===== config.mk =====
export PLATFORM = sky130hd
export DESIGN_NAME = exposure_trigger_sequencer
export DESIGN_NICKNAME = d
export VERILOG_FILES = /design/src/rtl/exposure_trigger_pkg.sv /design/src/rtl/exposure_trigger_sequencer.sv
export SDC_FILE = /design/constraint.sdc
export NUM_CORES = 1
export LEC_CHECK = 0
export BUFFER_PORTS_ARGS = -buffer_cell sky130_fd_sc_hd__buf_2
export CAP_MARGIN = 25
export CORE_MARGIN = 4
export CORE_UTILIZATION = 35
export CTS_CLUSTER_DIAMETER = 150
export DETAILED_ROUTE_END_ITERATION = 8
export MAX_ROUTING_LAYER = met4
export PLACE_DENSITY = 0.59
export RECOVER_POWER = 50
export SYNTH_ARGS = -nofsm -noshare
export SYNTH_HDL_FRONTEND = slang
export SYNTH_SLANG_ARGS = --single-unit
export TNS_END_PERCENT = 5

===== constraint.sdc =====
create_clock -name pclk -period 8.8 [get_ports pclk]
set_input_delay 0.44 -clock pclk [delete_from_list [all_inputs] [get_ports pclk]]
set_output_delay 0.44 -clock pclk [all_outputs]
set_load 0.02 [all_outputs]

===== src/rtl/exposure_trigger_pkg.sv =====
package exposure_trigger_pkg;

  // ---------------------------------------------------------------------
  // Register map (byte addresses)
  // ---------------------------------------------------------------------
  localparam logic [7:0] ctrl_addr      = 8'h00;
  localparam logic [7:0] frames_addr    = 8'h04;
  localparam logic [7:0] exposure_addr  = 8'h08;
  localparam logic [7:0] interval_addr  = 8'h0C;
  localparam logic [7:0] readout_addr   = 8'h10;
  localparam logic [7:0] command_addr   = 8'h14;
  localparam logic [7:0] status_addr    = 8'h18;
  localparam logic [7:0] done_addr      = 8'h1C;

  // ---------------------------------------------------------------------
  // Field layouts and reset values
  // ---------------------------------------------------------------------
  localparam int          source_lsb       = 0;
  localparam int          polarity_bit     = 2;
  localparam int          cmd_capture_bit  = 0;
  localparam int          cmd_halt_bit     = 1;
  localparam int          source_width     = 2;
  localparam int          frames_msb       = 15;
  localparam int          stat_expose_bit  = 0;
  localparam int          stat_readout_bit = 1;
  localparam int          stat_running_bit = 2;
  localparam logic [1:0]  source_rst       = 2'h0;
  localparam logic        polarity_rst     = 1'b0;
  localparam logic [15:0] frames_rst       = 16'h0001;
  localparam logic [31:0] exposure_rst     = 32'h0000_0064;
  localparam logic [31:0] interval_rst     = 32'h0000_03E8;
  localparam logic [31:0] readout_rst      = 32'h0000_0032;
  localparam logic [15:0] frames_one       = 16'h0001;
  localparam logic [31:0] count_one        = 32'h0000_0001;

  typedef enum logic [1:0] {
    src_none,
    src_standard,
    src_pulse_width,
    src_reserved
  } trigger_source_select_t;

  typedef enum {
    st_idle,
    st_expose,
    st_readout,
    st_wait
  } seq_state_t;

  typedef struct packed {
    trigger_source_select_t trigger_source_select;
    logic                   trigger_polarity_select;
    logic [15:0]            frames;
    logic [31:0]            exposure_cycles;
    logic [31:0]            interval_cycles;
    logic [31:0]            readout_cycles;
  } seq_cfg_t;

endpackage : exposure_trigger_pkg


===== src/rtl/exposure_trigger_sequencer.sv =====
// The implementer's own choices: the address map and register access over APB.
`timescale 1ns/1ns

module exposure_trigger_sequencer (
  input  wire logic        pclk,
  input  wire logic        presetn,
  input  wire logic        psel,
  input  wire logic        penable,
  input  wire logic        pwrite,
  input  wire logic [7:0]  paddr,
  input  wire logic [31:0] pwdata,
  output logic      [31:0] prdata,
  output logic             pready,
  output logic             pslverr,
  input  wire logic        trigger_in,
  output logic             exposure_active,
  output logic             readout_active
);
  import exposure_trigger_pkg::*;

  // ---------------------------------------------------------------------
  // Register file
  // ---------------------------------------------------------------------
  seq_cfg_t    cfg_q, cfg_d;
  logic [31:0] prdata_q, prdata_d;
  logic        slverr_q, slverr_d;
  logic        capture_cmd, halt_cmd;
  logic [31:0] frames_done_q, frames_done_d;
  seq_state_t  state_q, state_d;
  logic        running_q, running_d;

  // ---------------------------------------------------------------------
  // APB handshake
  // ---------------------------------------------------------------------
  // The slave never inserts wait states, so each access phase ends at its
  // first edge; read data is loaded while the setup cycle is on the bus.
  logic setup;
  logic wr_acc;

  assign setup   = psel && !penable;
  assign wr_acc  = psel && penable && pwrite;
  assign pready  = 1'b1;
  assign prdata  = prdata_q;
  // The error flag is shown only while its access phase is on the bus.
  assign pslverr = slverr_q && psel && penable;

  // ---------------------------------------------------------------------
  // Register decode
  // ---------------------------------------------------------------------
  // Unmapped reads return zero with an error; writes there are dropped.
  always_comb
  begin
    cfg_d       = cfg_q;
    prdata_d    = prdata_q;
    slverr_d    = slverr_q;
    capture_cmd = 1'b0;
    halt_cmd    = 1'b0;
    if (setup)
    begin
      prdata_d = 32'h0000_0000;
      slverr_d = 1'b0;
      if (paddr == ctrl_addr)
      begin
        prdata_d[source_lsb +: source_width] = cfg_q.trigger_source_select;
        prdata_d[polarity_bit]               = cfg_q.trigger_polarity_select;
      end
      else if (paddr == frames_addr)
        prdata_d[frames_msb:0] = cfg_q.frames;
      else if (paddr == exposure_addr)
        prdata_d = cfg_q.exposure_cycles;
      else if (paddr == interval_addr)
        prdata_d = cfg_q.interval_cycles;
      else if (paddr == readout_addr)
        prdata_d = cfg_q.readout_cycles;
      else if (paddr == command_addr)
        prdata_d = 32'h0000_0000;
      else if (paddr == status_addr)
      begin
        prdata_d[stat_expose_bit]  = exposure_active;
        prdata_d[stat_readout_bit] = readout_active;
        prdata_d[stat_running_bit] = running_q;
      end
      else if (paddr == done_addr)
        prdata_d = frames_done_q;
      else
        slverr_d = 1'b1;
    end
    if (wr_acc)
    begin
      if (paddr == ctrl_addr)
      begin
        cfg_d.trigger_source_select =
          trigger_source_select_t'(pwdata[source_lsb +: source_width]);
        cfg_d.trigger_polarity_select = pwdata[polarity_bit];
      end
      else if (paddr == frames_addr)
        cfg_d.frames = pwdata[frames_msb:0];
      else if (paddr == exposure_addr)
        cfg_d.exposure_cycles = pwdata;
      else if (paddr == interval_addr)
        cfg_d.interval_cycles = pwdata;
      else if (paddr == readout_addr)
        cfg_d.readout_cycles = pwdata;
      else if (paddr == command_addr)
      begin
        capture_cmd = pwdata[cmd_capture_bit];
        halt_cmd    = pwdata[cmd_halt_bit];
      end
    end
  end

  always_ff @(posedge pclk or negedge presetn)
  begin
    if (!presetn)
    begin
      cfg_q.trigger_source_select   <= trigger_source_select_t'(source_rst);
      cfg_q.trigger_polarity_select <= polarity_rst;
      cfg_q.frames                  <= frames_rst;
      cfg_q.exposure_cycles         <= exposure_rst;
      cfg_q.interval_cycles         <= interval_rst;
      cfg_q.readout_cycles          <= readout_rst;
      prdata_q                      <= 32'h0000_0000;
      slverr_q                      <= 1'b0;
    end
    else
    begin
      cfg_q    <= cfg_d;
      prdata_q <= prdata_d;
      slverr_q <= slverr_d;
    end
  end

  // ---------------------------------------------------------------------
  // Trigger synchroniser and edge detection
  // ---------------------------------------------------------------------
  logic sync1_q, sync2_q, sync3_q;
  logic trig_level, trig_prev, trig_event;

  // Only the second stage reads the first; the third stage just keeps the
  // previous synchronised level for the edge detector. All stages reset to
  // the idle level of a low-polarity trigger, so no false edge follows reset.
  // two-stage synchroniser
  always_ff @(posedge pclk or negedge presetn)
  begin
    if (!presetn)
    begin
      sync1_q <= 1'b1;
      sync2_q <= 1'b1;
      sync3_q <= 1'b1;
    end
    else
    begin
      sync1_q <= trigger_in;
      sync2_q <= sync1_q;
      sync3_q <= sync2_q;
    end
  end

  // Polarity inverts both samples alike, so changing it never makes an
  // edge by itself.
  // polarity selects edge
  assign trig_level = cfg_q.trigger_polarity_select ? sync2_q : !sync2_q;
  assign trig_prev  = cfg_q.trigger_polarity_select ? sync3_q : !sync3_q;
  assign trig_event = trig_level && !trig_prev;

  // ---------------------------------------------------------------------
  // Sequencer
  // ---------------------------------------------------------------------
  logic [31:0] timer_q, timer_d;
  logic [31:0] period_q, period_d;
  logic [15:0] left_q, left_d;
  logic        streaming;
  logic        timer_done;
  logic        period_done;
  logic        exposure_q, exposure_d;
  logic        readout_q, readout_d;

  // A frame count of zero streams as well as any count above one.
  // mode from frame count
  assign streaming   = cfg_q.frames != frames_one;
  assign timer_done  = timer_q <= count_one;
  assign period_done = period_q <= count_one;

  // Both counters run down every cycle and park at zero; a state reloads
  // only the counter that it needs, so a zero count still lasts one cycle.
  // only these settings steer sequencing
  always_comb
  begin
    state_d       = state_q;
    timer_d       = (timer_q != 32'h0000_0000) ? timer_q - count_one : timer_q;
    period_d      = (period_q != 32'h0000_0000) ? period_q - count_one
                                                 : period_q;
    left_d        = left_q;
    running_d     = running_q;
    frames_done_d = frames_done_q;
    case (state_q)
      st_idle:
      begin
        running_d = 1'b0;
        if (cfg_q.trigger_source_select == src_none && capture_cmd)
        begin
          state_d   = st_expose;
          timer_d   = cfg_q.exposure_cycles;
          period_d  = cfg_q.interval_cycles;
          left_d    = cfg_q.frames;
          running_d = 1'b1;
        end
        else if (cfg_q.trigger_source_select == src_standard && trig_event)
        begin
          state_d   = st_expose;
          timer_d   = cfg_q.exposure_cycles;
          period_d  = cfg_q.interval_cycles;
          running_d = streaming;
        end
        else if (cfg_q.trigger_source_select == src_pulse_width &&
                 trig_event)
          state_d = st_expose;
      end
      st_expose:
      begin
        if (cfg_q.trigger_source_select == src_pulse_width)
        begin
          if (!trig_level)
          begin
            state_d = st_readout;
            timer_d = cfg_q.readout_cycles;
          end
        end
        else if (timer_done)
        begin
          state_d = st_readout;
          timer_d = cfg_q.readout_cycles;
        end
      end
      st_readout:
      begin
        if (timer_done)
        begin
          frames_done_d = frames_done_q + count_one;
          if (cfg_q.trigger_source_select == src_none &&
              left_q > frames_one)
          begin
            left_d  = left_q - frames_one;
            state_d = st_wait;
          end
          // A frame count of zero captures until software halts.
          else if (cfg_q.trigger_source_select == src_none &&
                   left_q == 16'h0000)
            state_d = st_wait;
          else if (running_q && cfg_q.trigger_source_select == src_standard)
            state_d = st_wait;
          else
            state_d = st_idle;
        end
      end
      st_wait:
      begin
        if (period_done)
        begin
          state_d  = st_expose;
          timer_d  = cfg_q.exposure_cycles;
          period_d = cfg_q.interval_cycles;
        end
      end
      default:
        state_d = st_idle;
    endcase
    // Halt wins over every transition chosen above.
    // a halt or a change of source to src_pulse_width ends standard streaming; a counted capture stops at its frame count
    if (halt_cmd)
    begin
      state_d   = st_idle;
      running_d = 1'b0;
    end
    exposure_d = state_d == st_expose;
    readout_d  = state_d == st_readout;
  end

  // ---------------------------------------------------------------------
  // Sequencer registers
  // ---------------------------------------------------------------------
  // The indicators are registered so the external strobe cannot glitch
  // while the state register changes.
  always_ff @(posedge pclk or negedge presetn)
  begin
    if (!presetn)
    begin
      state_q       <= st_idle;
      timer_q       <= 32'h0000_0000;
      period_q      <= 32'h0000_0000;
      left_q        <= 16'h0000;
      running_q     <= 1'b0;
      frames_done_q <= 32'h0000_0000;
      exposure_q    <= 1'b0;
      readout_q     <= 1'b0;
    end
    else
    begin
      state_q       <= state_d;
      timer_q       <= timer_d;
      period_q      <= period_d;
      left_q        <= left_d;
      running_q     <= running_d;
      frames_done_q <= frames_done_d;
      exposure_q    <= exposure_d;
      readout_q     <= readout_d;
    end
  end

  // ---------------------------------------------------------------------
  // Indicator outputs
  // ---------------------------------------------------------------------
  // indicator only during exposure
  assign exposure_active = exposure_q;
  assign readout_active  = readout_q;

endmodule : exposure_trigger_sequencer


# Word-level counts from Yosys, hierarchy flattened
# Index checks and enable logic that the tools add are counted.
classes:
  n_addsub: 4
  magnitude_cmp: 3
  eq_ne: 18
  muxes: 69
  bitwise_logic: 4
  n_reduce_logical: 31
op_table:
  columns: ["cell", "n"]
  rows:
  - ["$mux W32", 25]
  - ["$pmux W32 S4", 1]
  - ["$eq A32 B2 Y1 const B", 3]
  - ["$pmux W32 S3", 1]
  - ["$mux W16", 5]
  - ["$le A32 B1 Y1 const B", 2]
  - ["$pmux W32 S2", 1]
  - ["$reduce_bool A32 Y1", 2]
  - ["$sub A32 B1 Y32 const B", 2]
  - ["$mux W29", 2]
  - ["$add A32 B1 Y32 const B", 1]
  - ["$eq A32 B1 Y1 const B", 1]
  - ["$eq A32 B3 Y1 const B", 1]
  - ["$eq A8 B5 Y1 const B", 4]
  - ["$logic_not A32 Y1", 1]
  - ["$pmux W16 S2", 1]
  - ["$mux W1", 28]
  - ["$eq A8 B4 Y1 const B", 2]
  - ["$gt A16 B1 Y1 const B", 1]
  - ["$logic_not A16 Y1", 1]
  - ["$ne A16 B1 Y1 const B", 1]
  - ["$sub A16 B1 Y16 const B", 1]
  - ["$logic_and A1 B1 Y1", 12]
  - ["$eq A8 B3 Y1 const B", 1]
  - ["other kinds (15)", 29]
totals:
  reg_bits: 298
  inputBits: 46
  output_inout_bits: 36
  wordCells: 148

# Depth between registers and ports, before layout
logic_depth:
  ltp_word: 13
  depth_mapped: 11
  ltp_nobuf: 9

# Worst setup path after synthesis
# No wires, ideal clock.
synth_timing:
  path_kind: "register to register"
  startpoint: "register timer_q[6]"
  endpoint: "register timer_q[11]"
  setup_ns: 0.124
  arrival_time_ns: 2.787
  required_time_ns: 8.676
  slack_ns: 5.889
  stages_incl_launch_ff: 10
  synth_period_minus_slack_ns: 2.911
  path_cell_list: "dfrtp_1 or4_4 or4_1 buf_2 or4b_4 a211oi_2 nor2b_1 buf_2 nand2_1 nand3_1"
synth_between:
  elab_chain_cells: 5
  elab_cells_between_ends: 11
synth_rtl:
  columns: ["element", "line_no", "source"]
  rows:
  - ["start: declaration", "exposure_trigger_sequencer.sv:169", "logic [31:0] timer_q, timer_d;"]
  - ["start signal: assignment", "exposure_trigger_sequencer.sv:300", "timer_q <= timer_d;"]
  - ["$sub A32 B1 Y32 or $reduce_bool A32 Y1 (tied branches)", "exposure_trigger_sequencer.sv:190", "timer_d = (timer_q != 32'h0000_0000) ? timer_q - count_one : timer_q;"]
  - ["$mux W32", "exposure_trigger_sequencer.sv:190", null]
  - ["$mux W32, on equally long branches", "exposure_trigger_sequencer.sv:229, exposure_trigger_sequencer.sv:208, exposure_trigger_sequencer.sv:223", null]
  - ["$mux W32, on equally long branches", "exposure_trigger_sequencer.sv:221, exposure_trigger_sequencer.sv:200", null]
  - ["$pmux W32 S3 *", "exposure_trigger_sequencer.sv:196", "case (state_q)"]
  - ["via timer_d[11]", "exposure_trigger_sequencer.sv:169", null]
# Mark *: on every way through the listed nets, which the timed path passes. The rest lies on a longest branch.
# A chain may end at the register's enable or synchronous reset.

==> reports/results.ini <==
[run_status]
status = finished with violations
violations = negative hold slack, max-capacitance violations, max-slew violations

[critical_path]
critical_path_class = in2async
cp_max_fo = 111
r2r_cells = 8
crit_cells = 2
arrival_ns = 3.77
slowest_delay_ns = 2.62
required_ns = 8.59
crit_buf_inv = 2
critical-path-top-delay-family = buffers and inverters
cp_slowest_cell = clkbuf_1
startpoint_type = input port
cp-end-kind = async pin
crit_chain = buf_8, clkbuf_1

[yosys]
avgSynthCellArea_um2 = 10.5
syn_inst = 1339
synth_top_family_by_area = simple AND/OR/NAND/NOR gates
synthAdderAreaFrac_pct = 0.712
synth-xor-area-share_pct = 5.29
synth-compound-area-share_pct = 11.8
yosysUniqueCellTypes = 64
synth_edf_count = 0
yosys_most_used_dff = dfrtp_1
seq_area_frac_synth_pct = 53.2
synthMuxAreaShare_pct = 9.43
syn_area_um2 = 14100
yosysWarnings = 0
synthSimpleGateAreaFrac_pct = 17.2
async_reset_ff_share_pct = 100
ys_ff_latch = 298

[clock_tree]
htree_levels = 2
clock-sinks = 298
cts-buffers-inserted = 36
tritoncts = yes
cts.reportedPaths.clkPinSlew_ns = 0.05
clock_latency_ns = 0.53
cts_resized = 0
hold_buffers = 0
cts_setup_buffers = 0
cts_root_buf = clkbuf_16
clockBufferDepth = 3

[cells_and_area]
final_common_cell = dfrtp_1
fillers = 3876
drive_gt1_share_pct = 18.0
layout.nets = 1491
synthToLayoutAreaGrowth_pct = 16.2
final_cell_mix = dfrtp_1, nand2_1, mux2_2
antenna_cells = 0

[place]
gp_congestion = 0.978
port_buffers = 80
hpwl_mm = 27.2

[floorplan]
fp-row-count = 73
chipHeight_um = 208
start_util_pct = 35.4
pin_count = 82
core_um2 = 39700
die_x_um = 208
die_area_um2 = 43400

[global_routing]
gr-total-overflow = 0
grt_util_all_layers_pct = 19.2
busiest_layer = met2
antenna_found_initial = 0
grt_max_degree = 112
grt_pass1_wl_mm = 64.7
grt_use_met2_pct = 30.7
grt_use_met1_pct = 25.8
grt_use_met3_pct = 2.50
first_global_vias = 11107

[power_and_ir_drop]
ir_drop_uv = 101
p_leak_nw = 7.51
power.density_nw_per_um2 = 186
fin_total_pwr_mw = 3.03

[timing]
finalSetupViolCount = 0
finClkSkew_ns = 0.0215
drv_slew = 163
min_period_ns = 3.98
holdWs_ns = -0.0247
fin_crit_sh_pct = 45.3
worstMarginPinSlew_ns = 3.64
slew_headroom_pct = -143
fmax_mhz = 251
hold_viol_final = 10
grt_setup_unrepaired = no
tns_ns = 0

[route]
via_count = 10870
drt_wl_total_mm = 40.9
drt_iter0_markers = 798
drtAntennaViolNets = 0
drc = 0
wl_per_cell_um = 20.6
viasPerCell = 5.47
drtPass1Iterations = 5

[run]
max-cap-violations = 3

[hold_path]
min_path_type = in2async

[area by class of cell]
type / instances / area [µm²] / share of cell area (%)
sequential: 298 / 7480 / 45.8
inverter: 17 / 63.8 / 0.391
multi-input combinational: 985 / 6400 / 39.2
tap: 525 / 657 / 4.02
timing repair buffer: 99 / 499 / 3.06
clock inverter: 17 / 240 / 1.47
clock buffer: 48 / 996 / 6.10
[sequential cells by signal (all words and copies together), names as in the netlist]
signal           flops
left_q              16
timer_q             32
prdata              32
period_q            32
readout_active       1
sync3_q              1
sync1_q              1
running_q            1
cfg_q              115
state_q             32
exposure_active      1
sync2_q              1
frames_done_q       32
slverr_q             1
[power breakdown]
part / switching (mW) / internal [mW]
registers: 0.0107 / 1.39
logic: 0.0611 / 0.0222
clock network: 0.601 / 0.950
total: 0.673 / 2.36
[synth_stat cells (3+ instances only)]
master    number  share of area [%]
dfrtp_1      282                 50
nand2_1      170                4.5
mux2_2       114                9.1
nor2_1        83                2.2
o21ai_0       53                1.9
xor2_1        51                3.2
clkbuf_1      46                1.2
a21oi_1       45                1.6
nor3_1        43                1.5
nor4_1        41                1.8
nand3_1       36                1.3
o21ai_1       34                1.2
xnor2_1       34                2.1
a221oi_1      29                1.8
a22oi_1       21                1.1
inv_1         17               0.45
dfstp_2       16                3.0
o221ai_1      16                1.0
o22ai_1       16               0.71
or3_1         13               0.58
or4_1         13               0.69
and3_1        11               0.49
buf_1         11               0.29
nand4_1       11               0.49
buf_2         10               0.36
nor3b_1       10               0.53
and2_1         9               0.40
and4_1         9               0.56
nand2b_1       9               0.40
a31oi_1        8               0.36
ha_1           8               0.71
a21o_1         6               0.32
nor2b_1        6               0.27
nor4b_1        6               0.37
o31ai_1        5               0.27
o21a_1         4               0.21
a222oi_1       3               0.21
a41oi_1        3               0.19
o31a_1         3               0.19
or2_2          3               0.13
[per-stage QoR]
step	hold WS (ns)	utilization [%]	worst slack (ns)	std cells	area, µm²
2_1_floorplan	0.144	-	5.89	1368	14200
3_3_place_gp	0.353	38.1	4.93	1922	15100
3_5_place_dp	0.353	38.1	4.92	1923	15100
4_1_cts	0.0122	41.2	4.93	1988	16400
5_1_grt	0.0109	41.1	3.88	1989	16300
6_report	-0.0247	41.1	4.82	1989	16300
[layer usage]
metal	share of wire (%)	routed length (µm)
met5	0	0
met4	2.4	981
met3	4.2	1730
met2	48	19600
met1	45	18600
[logic make-up after synthesis]
family          after synthesis
xor+xnor                     85
flops                       298
fa+ha+maj                     8
buf+inv                      85
compound gates              257
simple gates                486
other cells                   2
mux                         118
[final timing paths]
kind	startpoint	endpoint	slack [ns]
worst min-delay path	presetn	prdata[11]$_DFFE_PN0P_	-0.02
worst max-delay path	presetn	timer_q[31]$_DFF_PN0_	4.82
min in group pclk	trigger_in	sync1_q$_DFF_PN1_	0.04
worst max register to register	period_q[28]$_DFF_PN0_	timer_q[4]$_DFF_PN0_	4.88
worst min register to register	sync1_q$_DFF_PN1_	sync2_q$_DFF_PN1_	0.37
max in group pclk	period_q[28]$_DFF_PN0_	timer_q[4]$_DFF_PN0_	4.88
(Power assumes the default switching activity.)
